**config.mk**
```make
export PLATFORM = sky130hd
export DESIGN_NAME = etm_tx_maint
export DESIGN_NICKNAME = d
export VERILOG_FILES = /design/src/hdl/etm_tx_maint.v
export VERILOG_INCLUDE_DIRS = /design/src /design/src/hdl
export SDC_FILE = /design/constraint.sdc
export NUM_CORES = 1
export LEC_CHECK = 0
export ABC_AREA = 1
export BUFFER_PORTS_ARGS = -buffer_cell sky130_fd_sc_hd__clkbuf_2
export CAP_MARGIN = 20
export CORE_AREA = 2 2 84 86
export DETAILED_ROUTE_END_ITERATION = 8
export DIE_AREA = 0 0 86 88
export PLACE_DENSITY = 0.83
export SYNTH_ARGS = -nofsm -noshare
export SYNTH_HDL_FRONTEND = slang
export SYNTH_SLANG_ARGS = --single-unit
```
**constraint.sdc**
```tcl
create_clock -name aclk -period 4 [get_ports aclk]
set_input_delay 0.2 -clock aclk [delete_from_list [all_inputs] [get_ports aclk]]
set_output_delay 0.2 -clock aclk [all_outputs]
set_load 0.005 [all_outputs]
```
**src/hdl/etm_map.vh**
```
// register map and field positions for the e1 transmit maintenance block
// included by etm_tx_maint.v only
`ifndef ETM_MAP_VH
`define ETM_MAP_VH
// printed offsets are not all multiples of four: these are indices, byte address = 4*index
`define ETM_IDX_MAINT      8'h6c
`define ETM_IDX_IRQ_EN     8'h6d
`define ETM_IDX_STATUS     8'h6e
`define ETM_IDX_INJECT     8'h6f
`define ETM_IDX_MODE       8'h70
`define ETM_RST_BYTE       8'h00
`define ETM_RST_MODE       8'h07
// maintenance fields
`define ETM_B_FORCE_ONES   0
`define ETM_B_FORCE_ZEROS  1
`define ETM_B_REALIGN      2
// event / enable fields
`define ETM_B_BASIC        0
`define ETM_B_CRCMF        1
`define ETM_B_SIGMF        2
`define ETM_B_FAS          3
`define ETM_B_SUBMF        4
// injection fields
`define ETM_B_FAS1         0
`define ETM_B_FASALL       1
`define ETM_B_NFAS         2
`define ETM_B_SIGP         3
`define ETM_B_CRCP         4
`define ETM_B_CRC          5
// mode fields
`define ETM_B_MODE_CRC     0
`define ETM_B_MODE_CAS     1
`define ETM_B_MODE_BASIC   2
`define ETM_RESP_OKAY      2'b00
`define ETM_RESP_SLVERR    2'b10
`endif

```
**src/hdl/etm_tx_maint.v**
```verilog
// transmit-side e1 frame maintenance, event flags and one-shot error injection
// assumes the frame generator supplies one bit per tx_bit_valid with position strobes
// Behaviour
// every change of realign_toggle deletes or repeats exactly one outgoing bit.
// while tx_force_zeros is 1 every outgoing bit is zero.
// while tx_force_ones is 1 every outgoing bit is one.
// sub-multiframe and alignment-word flags set at the first bit of those structures.
// signalling-multiframe, crc-multiframe and basic-frame flags set at their first bits.
// each event flag stays set until software writes a one to it; zero leaves it.
// the interrupt is active while any flag and its matching enable are both one.
// a rising crc_bits_flip inverts all four crc bits of one sub-multiframe.
// a rising crc_align_flip inverts one whole crc multiframe alignment pattern.
// a rising sig_align_flip inverts one whole signalling multiframe alignment pattern.
// a rising non_align_bit_flip inverts one non-alignment bit of an odd frame.
// a rising align_word_flip inverts one complete seven-bit alignment word.
// a rising align_single_bit_flip inverts one alignment-word bit of one even frame.
// each injection control bit clears itself once its inversion has been sent.
// force-zeros wins over force-ones when both are set.
// a request whose structure is not generated is dropped and its bit self-clears.
//
// The AXI4-Lite slave port is this design's own decision.
`timescale 1ns/1ps
`include "etm_map.vh"

module etm_tx_maint (
  // clock and reset
  input  wire        aclk,
  input  wire        aresetn,
  // axi4-lite write address
  input  wire [11:0] s_axi_awaddr,
  input  wire        s_axi_awvalid,
  output reg         s_axi_awready,
  // axi4-lite write data
  input  wire [31:0] s_axi_wdata,
  input  wire [3:0]  s_axi_wstrb,
  input  wire        s_axi_wvalid,
  output reg         s_axi_wready,
  // axi4-lite write response
  output reg  [1:0]  s_axi_bresp,
  output reg         s_axi_bvalid,
  input  wire        s_axi_bready,
  // axi4-lite read address
  input  wire [11:0] s_axi_araddr,
  input  wire        s_axi_arvalid,
  output reg         s_axi_arready,
  // axi4-lite read data
  output reg  [31:0] s_axi_rdata,
  output reg  [1:0]  s_axi_rresp,
  output reg         s_axi_rvalid,
  input  wire        s_axi_rready,
  // frame generator stream in
  input  wire        tx_bit_valid,
  input  wire        tx_bit_in,
  input  wire        pos_basic_first,
  input  wire        pos_fas_first,
  input  wire        pos_fas_bit,
  input  wire        pos_nfas_bit,
  input  wire        pos_crc_bit,
  input  wire        pos_submf_first,
  input  wire        pos_crcmf_first,
  input  wire        pos_crc_align_bit,
  input  wire        pos_sigmf_first,
  input  wire        pos_sig_align_bit,
  // stream out
  output reg         tx_bit_out,
  output reg         tx_bit_out_valid,
  // interrupt
  output reg         irq
);

  reg  [2:0]  maint_q;
  reg  [4:0]  irq_en_q;
  reg  [4:0]  status_q;
  reg  [5:0]  inject_q;
  reg  [2:0]  mode_q;
  reg  [5:0]  armed_q;
  reg  [5:0]  active_q;
  reg         realign_prev_q;
  reg         slip_pend_q;
  reg         slip_dir_q;
  reg         rep_pend_q;
  reg         last_bit_q;
  reg  [11:0] wr_addr_q;
  reg         aw_have_q;
  reg  [31:0] wr_data_q;
  reg  [3:0]  wr_strb_q;
  reg         w_have_q;

  // timing notes for whoever integrates this block
  // register bus: awready and wready pulse together while idle, so an address
  //   and data offered together are taken on the same edge; the write lands on
  //   the edge that raises bvalid, two edges after the later handshake
  // a new address may be taken while bvalid still waits for bready; it is then
  //   held until the pending response has been accepted
  // reads: rvalid and the data follow the address handshake by one edge;
  //   arready stays low while rvalid waits
  // only byte lane 0 writes; a word with wstrb[0] low answers but changes nothing
  // stream: each valid input bit that a slip does not delete leaves one edge later on tx_bit_out; a repeated
  //   bit leaves on the following idle cycle, so the generator must leave at
  //   least one idle cycle after each valid bit
  // event flags show one edge after their position strobe, irq one edge later
  // injections: a request waits, armed, for the first bit of its structure;
  //   multi-bit kinds stay active until the next start of that structure; the whole alignment-word kind only until the next frame starts
  // clearing a mode bit drops armed and active requests of that kind at once,
  //   which keeps their control bits from sticking at one
  // the slip choice depends on the bit in flight rather than on a random source,
  //   which keeps the block deterministic under test

  // register index from a byte address; address bits above the index must be clear
  function [7:0] reg_index;
    input [11:0] addr;
    begin
      reg_index = (addr[11:10] == 2'b00) ? addr[9:2] : 8'hff;
    end
  endfunction

  function mapped;
    input [7:0] idx;
    begin
      mapped = (idx >= `ETM_IDX_MAINT) && (idx <= `ETM_IDX_MODE);
    end
  endfunction

  // force-zeros outranks force-ones; the live and the repeated bit both use it
  function out_value;
    input [2:0] maint;
    input       bit_in;
    begin
      if (maint[`ETM_B_FORCE_ZEROS])
        out_value = 1'b0;
      else if (maint[`ETM_B_FORCE_ONES])
        out_value = 1'b1;
      else
        out_value = bit_in;
    end
  endfunction

  // write path: address and data latched independently, in either order
  wire [7:0] wr_idx = reg_index(wr_addr_q);
  wire       wr_go  = aw_have_q && w_have_q && !s_axi_bvalid;
  wire       wr_en  = wr_go && wr_strb_q[0];
  wire [7:0] wr_byte = wr_data_q[7:0];
  wire       aw_fire = s_axi_awvalid && s_axi_awready;
  wire       w_fire  = s_axi_wvalid && s_axi_wready;
  wire       b_done  = s_axi_bvalid && s_axi_bready;

  always @(posedge aclk) begin
    if (!aresetn) begin
      aw_have_q     <= 1'b0;
      w_have_q      <= 1'b0;
      wr_addr_q     <= 12'h000;
      wr_data_q     <= 32'h0000_0000;
      wr_strb_q     <= 4'h0;
      s_axi_awready <= 1'b0;
      s_axi_wready  <= 1'b0;
      s_axi_bvalid  <= 1'b0;
      s_axi_bresp   <= `ETM_RESP_OKAY;
    end else begin
      s_axi_awready <= !aw_have_q && !s_axi_awready && !wr_go;
      s_axi_wready  <= !w_have_q && !s_axi_wready && !wr_go;
      if (aw_fire) begin
        aw_have_q     <= 1'b1;
        wr_addr_q     <= s_axi_awaddr;
        s_axi_awready <= 1'b0;
      end
      if (w_fire) begin
        w_have_q     <= 1'b1;
        wr_data_q    <= s_axi_wdata;
        wr_strb_q    <= s_axi_wstrb;
        s_axi_wready <= 1'b0;
      end
      if (wr_go) begin
        aw_have_q    <= 1'b0;
        w_have_q     <= 1'b0;
        s_axi_bvalid <= 1'b1;
        s_axi_bresp  <= mapped(wr_idx) ? `ETM_RESP_OKAY : `ETM_RESP_SLVERR;
      end else if (b_done) begin
        s_axi_bvalid <= 1'b0;
      end
    end
  end

  // read path
  wire [7:0] rd_idx = reg_index(s_axi_araddr);
  reg  [7:0] rd_byte;
  wire       ar_fire = s_axi_arvalid && s_axi_arready;
  wire       r_done  = s_axi_rvalid && s_axi_rready;

  always @* begin
    case (rd_idx)
      `ETM_IDX_MAINT:  rd_byte = {5'h00, maint_q};
      `ETM_IDX_IRQ_EN: rd_byte = {3'h0, irq_en_q};
      `ETM_IDX_STATUS: rd_byte = {3'h0, status_q};
      `ETM_IDX_INJECT: rd_byte = {2'h0, inject_q};
      `ETM_IDX_MODE:   rd_byte = {5'h00, mode_q};
      default:         rd_byte = 8'h00;
    endcase
  end

  always @(posedge aclk) begin
    if (!aresetn) begin
      s_axi_arready <= 1'b0;
      s_axi_rvalid  <= 1'b0;
      s_axi_rdata   <= 32'h0000_0000;
      s_axi_rresp   <= `ETM_RESP_OKAY;
    end else begin
      s_axi_arready <= !s_axi_rvalid && !s_axi_arready;
      if (ar_fire) begin
        s_axi_arready <= 1'b0;
        s_axi_rvalid  <= 1'b1;
        s_axi_rdata   <= {24'h000000, rd_byte};
        s_axi_rresp   <= mapped(rd_idx) ? `ETM_RESP_OKAY : `ETM_RESP_SLVERR;
      end else if (r_done) begin
        s_axi_rvalid <= 1'b0;
      end
    end
  end

  // events seen on the incoming bit, in status bit order
  wire       ev_basic = tx_bit_valid && pos_basic_first;
  wire       ev_crcmf = tx_bit_valid && pos_crcmf_first;
  wire       ev_sigmf = tx_bit_valid && pos_sigmf_first;
  wire       ev_fas   = tx_bit_valid && pos_fas_first;
  wire       ev_submf = tx_bit_valid && pos_submf_first;
  wire [4:0] events   = {ev_submf, ev_fas, ev_sigmf, ev_crcmf, ev_basic};

  // which structure each injection needs, in injection bit order
  wire [5:0] inj_mode_ok = {mode_q[`ETM_B_MODE_CRC], mode_q[`ETM_B_MODE_CRC],
                            mode_q[`ETM_B_MODE_CAS], {3{mode_q[`ETM_B_MODE_BASIC]}}};
  wire [5:0] inj_rise = wr_byte[5:0] & ~inject_q;
  wire [5:0] inj_set  = (wr_en && wr_idx == `ETM_IDX_INJECT) ? inj_rise : 6'h00;

  // start conditions: an armed request begins at the first bit of its structure
  wire       start_fas1   = pos_fas_first;
  wire       start_fasall = pos_fas_first;
  wire       start_nfas   = pos_nfas_bit;
  wire       start_sigp   = pos_sigmf_first;
  wire       start_crcp   = pos_crcmf_first;
  wire       start_crc    = pos_submf_first;
  wire [5:0] start_at     = {start_crc, start_crcp, start_sigp,
                             start_nfas, start_fasall, start_fas1};
  // the bits actually inverted while a request is active
  wire       hit_fas  = pos_fas_bit;
  wire       hit_nfas = pos_nfas_bit;
  wire       hit_sigp = pos_sig_align_bit;
  wire       hit_crcp = pos_crc_align_bit;
  wire       hit_crc  = pos_crc_bit;
  wire [5:0] hit_at   = {hit_crc, hit_crcp, hit_sigp, hit_nfas, hit_fas, hit_fas};
  // end of one occurrence for the multi-bit kinds: the next structure starts, the next frame for the whole alignment word;
  // single-bit kinds never wait for an end marker
  wire [5:0] end_at = {pos_submf_first, pos_crcmf_first, pos_sigmf_first,
                       1'b0, pos_basic_first, 1'b0};
  // single-bit kinds in injection bit order
  wire [5:0] one_shot  = 6'b000101;
  wire [5:0] bit_v     = {6{tx_bit_valid}};
  wire [5:0] begin_now = armed_q & bit_v & start_at;
  // an occurrence that ends on this bit must leave it alone: the first crc bit
  // of the next sub-multiframe shares its bit with the end marker
  wire [5:0] ending    = active_q & bit_v & end_at;
  wire [5:0] run_now   = (active_q | begin_now) & ~ending;
  wire [5:0] hit_now   = run_now & hit_at & bit_v;
  // single-shot kinds finish on their first inverted bit
  wire [5:0] finish    = (hit_now & one_shot) | ending;
  wire       flip_bit  = |hit_now;

  // reset values trimmed to each register's width
  wire [7:0] rst_byte   = `ETM_RST_BYTE;
  wire [7:0] rst_mode   = `ETM_RST_MODE;
  wire [4:0] status_clr = (wr_en && wr_idx == `ETM_IDX_STATUS) ? wr_byte[4:0] : 5'h00;

  always @(posedge aclk) begin
    if (!aresetn) begin
      maint_q  <= rst_byte[2:0];
      irq_en_q <= rst_byte[4:0];
      mode_q   <= rst_mode[2:0];
      status_q <= rst_byte[4:0];
      inject_q <= rst_byte[5:0];
      armed_q  <= 6'h00;
      active_q <= 6'h00;
    end else begin
      if (wr_en && wr_idx == `ETM_IDX_MAINT) begin
        maint_q <= wr_byte[2:0];
      end
      if (wr_en && wr_idx == `ETM_IDX_IRQ_EN) begin
        irq_en_q <= wr_byte[4:0];
      end
      if (wr_en && wr_idx == `ETM_IDX_MODE) begin
        mode_q <= wr_byte[2:0];
      end
      // set wins over a simultaneous write-one clear
      status_q <= (status_q & ~status_clr) | events;
      // a request for an absent structure is dropped at once
      armed_q  <= ((armed_q & ~begin_now) | (inj_set & inj_mode_ok)) & inj_mode_ok;
      active_q <= (active_q | begin_now) & ~finish & inj_mode_ok;
      inject_q <= (inject_q | (inj_set & inj_mode_ok)) &
                  ~finish & inj_mode_ok;
    end
  end

  // inversion applied to the bit in flight
  wire data_bit = tx_bit_in ^ flip_bit;

  // realignment slip: a toggle deletes the next bit if it is a one, else repeats it;
  // the choice is data dependent, which is as good as random on live traffic
  always @(posedge aclk) begin
    if (!aresetn) begin
      realign_prev_q   <= 1'b0;
      slip_pend_q      <= 1'b0;
      slip_dir_q       <= 1'b0;
      rep_pend_q       <= 1'b0;
      last_bit_q       <= 1'b0;
      tx_bit_out       <= 1'b0;
      tx_bit_out_valid <= 1'b0;
      irq              <= 1'b0;
    end else begin
      realign_prev_q <= maint_q[`ETM_B_REALIGN];
      if (maint_q[`ETM_B_REALIGN] != realign_prev_q)
        slip_pend_q <= 1'b1;
      tx_bit_out_valid <= 1'b0;
      if (tx_bit_valid) begin
        last_bit_q <= data_bit;
        if (slip_pend_q && data_bit) begin
          slip_pend_q <= 1'b0; // delete this bit
          slip_dir_q  <= 1'b0;
        end else begin
          if (slip_pend_q) begin
            slip_pend_q <= 1'b0; // repeat this bit once more
            rep_pend_q  <= 1'b1;
            slip_dir_q  <= 1'b1;
          end
          tx_bit_out_valid <= 1'b1;
          tx_bit_out       <= out_value(maint_q, data_bit);
        end
      end else if (rep_pend_q) begin
        rep_pend_q       <= 1'b0;
        tx_bit_out_valid <= 1'b1;
        tx_bit_out       <= out_value(maint_q, last_bit_q);
      end
      irq <= |(status_q & irq_en_q);
    end
  end

endmodule

```
==> impl_metrics.env <==
export IMPL_cp_required_ns=4.21
export IMPL_fin_skew_ns=0.01155
export IMPL_cap_violations=0
export IMPL_utilization=0.5849
export IMPL_synthFlopType="dfxtp_1"
export IMPL_clockPowerShare=0.400
export IMPL_finalSetupViolations=0
export IMPL_path_class="register to register"
export IMPL_ys_seq_elements=73
export IMPL_drv_slew=0
export IMPL_clk_pin_slew_ns=0.07
export IMPL_numPlacedInstances=592
export IMPL_place_ws_ns=2.089
export IMPL_post_route_min_period_ns=1.663
export IMPL_cts_root_buf="clkbuf_8"
export IMPL_fmax_mhz=601.5
export IMPL_dieWidth_um=86
export IMPL_status="finished, final reports clean"
export IMPL_numPortBuffers=61
export IMPL_drc=0
export IMPL_arrival_ns=1.87
export IMPL_synthTopCellsByCount="nand2_1, dfxtp_1, inv_1"
export IMPL_wl_per_cell_um=12.01
export IMPL_synth_warnings=0
export IMPL_yosysSeqAreaShare=0.4263
export IMPL_syn_area_per_cell_um2=7.437
export IMPL_postCtsHoldBufs=0
export IMPL_end_kind="register"
export IMPL_yosysMostFrequentCell="nand2_1"
export IMPL_synth_top_area_cell="dfxtp_1"
export IMPL_antenna_found_initial=0
export IMPL_syn2layout_area_growth_pct=13.36
export IMPL_intPower_mw=1.136
export IMPL_htree_levels=3
export IMPL_grt_pass1_wl_um=11850
export IMPL_core_um2=6644
export IMPL_dr_pass1_iters=4
export IMPL_insertion_delay_ns=0.35
export IMPL_synth_area_um2=3428
export IMPL_totalWireLength_um=7303
export IMPL_finalHoldViolCount=0
export IMPL_drt_iter0_drc=152
export IMPL_nFillCells=614
export IMPL_swShare=0.2391
export IMPL_relSlewSlack=0.4784
export IMPL_netlist_instances=461
export IMPL_layout_cells_non_filler=608
export IMPL_cts_buffers=9
export IMPL_cts_tree="yes"
export IMPL_diodes=0
export IMPL_io_pins=123
export IMPL_p_comb_frac=0.084
export IMPL_yosysTopAreaCellShare=0.4263
export IMPL_grt_overflow=0
export IMPL_timing_final_ws_setup_ns=2.337
export IMPL_grt_start_max_net_pins=35
export IMPL_synth_area_leaders="dfxtp_1, nand2_1, inv_1"
export IMPL_leakagePower_nw=1.802
export IMPL_cts_sinks=73
export IMPL_ctsLongestPathBuffers=2
export IMPL_fin_tns_setup_ns=0
export IMPL_vias=3024
export IMPL_min_path_type="input pin to register"
export IMPL_drive_gt1_frac=0.2121
export IMPL_gp_congestion=0.9168
export IMPL_dieArea_um2=7568
export IMPL_drt_vias_per_instance=4.974
export IMPL_powerDensity_nw_per_um2=384.3
export IMPL_power_frac_seq=0.516
export IMPL_die_h_um=88
export IMPL_synth_edf_count=0
export IMPL_synth_distinct_cells=36
export IMPL_ant_nets=0
export IMPL_grt_pass1_vias=2624
export IMPL_grt_setup_unrepaired="false"
export IMPL_max_slew_worst_pin_slew_ns=0.7776
export IMPL_final_nets=602
export IMPL_std_cell_rows=30
export IMPL_seq_area_um2=1461
export IMPL_power_mw=1.493
export IMPL_ir_drop_v=0.0002254
export IMPL_cts_setup_buffers=0
export IMPL_hpwlAfterDp_um=5541
export IMPL_worstPathMaxFanout=5
export IMPL_cts_resized=0
export IMPL_grt_usage=0.2002
export IMPL_multi_input_area_um2=1545
export IMPL_period_share=0.4157
export IMPL_start_util=0.5160
export IMPL_synthArstFlopShare=0
export IMPL_start_kind="register"
export IMPL_p_sw_mw=0.3570
==> logic make-up (layout without fill, tap and decap cells) <==
group,Yosys count,in the layout,synth area share
compound gates,88,88,0.1504
xor+xnor,1,1,0.002555
buf+inv,107,147,0.1526
flops,73,73,0.4263
other cells,1,28,0.001094
simple gates,191,191,0.2672
==> cells in the final DEF, fill, tap and decap left out, drive strengths merged <==
master,count
nand4,11
buf,1
a21oi,38
bufinv,1
a21boi,1
clkinv,3
clkbuf,75
o21ai,29
inv,67
o211ai,5
a211oi,8
nor4,1
nor3,11
or2,1
conb,28
nand3b,4
nand3,20
xor2,1
a221oi,1
o221ai,2
nand2,86
o21bai,4
dfxtp,73
nor2,56
and3,1
==> path summary, 6_finish.rpt <==
| path | start | end | slack [ns] | cells past startpoint |
|---|---|---|---|---|
| max | wr_addr_q[10] | status_q[4] | 2.34 | 8 |
| min reg2reg | w_have_q | s_axi_wready | 0.44 | 1 |
| min | s_axi_wdata[5] | wr_data_q[5] | 0.09 | 3 |
| max reg2reg | wr_addr_q[10] | status_q[4] | 2.34 | 8 |
==> per-layer routing <==
| metal | wire length (um) | global-route usage |
|---|---|---|
| met1 | 3210 | 0.2598 |
| met2 | 3461 | 0.3270 |
| met3 | 506 | 0.04618 |
| met4 | 125 | 0.07359 |
| met5 | 0 | 0 |
==> through the flow <==
step	hold slack, ns	cell area [um^2]
after detailed placement	0.4305	3679
after floorplan	0.3472	3530
after CTS	0.09198	3886
after global routing	0.1105	3886
after global placement	0.4201	3679
final	0.09373	3886
==> flip-flops by register name, indices dropped and copies added (netlist names), 3 cells and up <==
signal       count
wr_addr_q       10
irq_en_q         5
inject_q         6
wr_data_q        6
s_axi_rdata      6
active_q         6
armed_q          6
status_q         5
mode_q           3
maint_q          3
==> layout make-up <==
cell class	count	area share
multi-input combinational	308	0.3976
sequential	73	0.3760
timing repair buffer	62	0.08049
inverter	69	0.06665
clock buffer	14	0.04443
tap	80	0.02576
clock inverter	2	0.009015
==> power by group through the flow <==
stage / combinational, mW / clock, mW / sequential, mW
after floorplan: 0.0996 / 0 / 0.782
after global placement: 0.121 / 0 / 0.785
after detailed placement: 0.126 / 0 / 0.786
after CTS: 0.126 / 0.603 / 0.770
after global routing: 0.143 / 0.644 / 0.773
final: 0.126 / 0.598 / 0.770
==> critical path: stages, from the launching register on <==
cell and delay (ns):
dfxtp_1 0.31, nor2_1 0.19, nand2_1 0.09, inv_1 0.10
nand4_1 0.15, nor2_4 0.17, nand3_1 0.19, o21ai_0 0.23
a21oi_1 0.09
No activity file was read; power rests on OpenSTA's default activity.
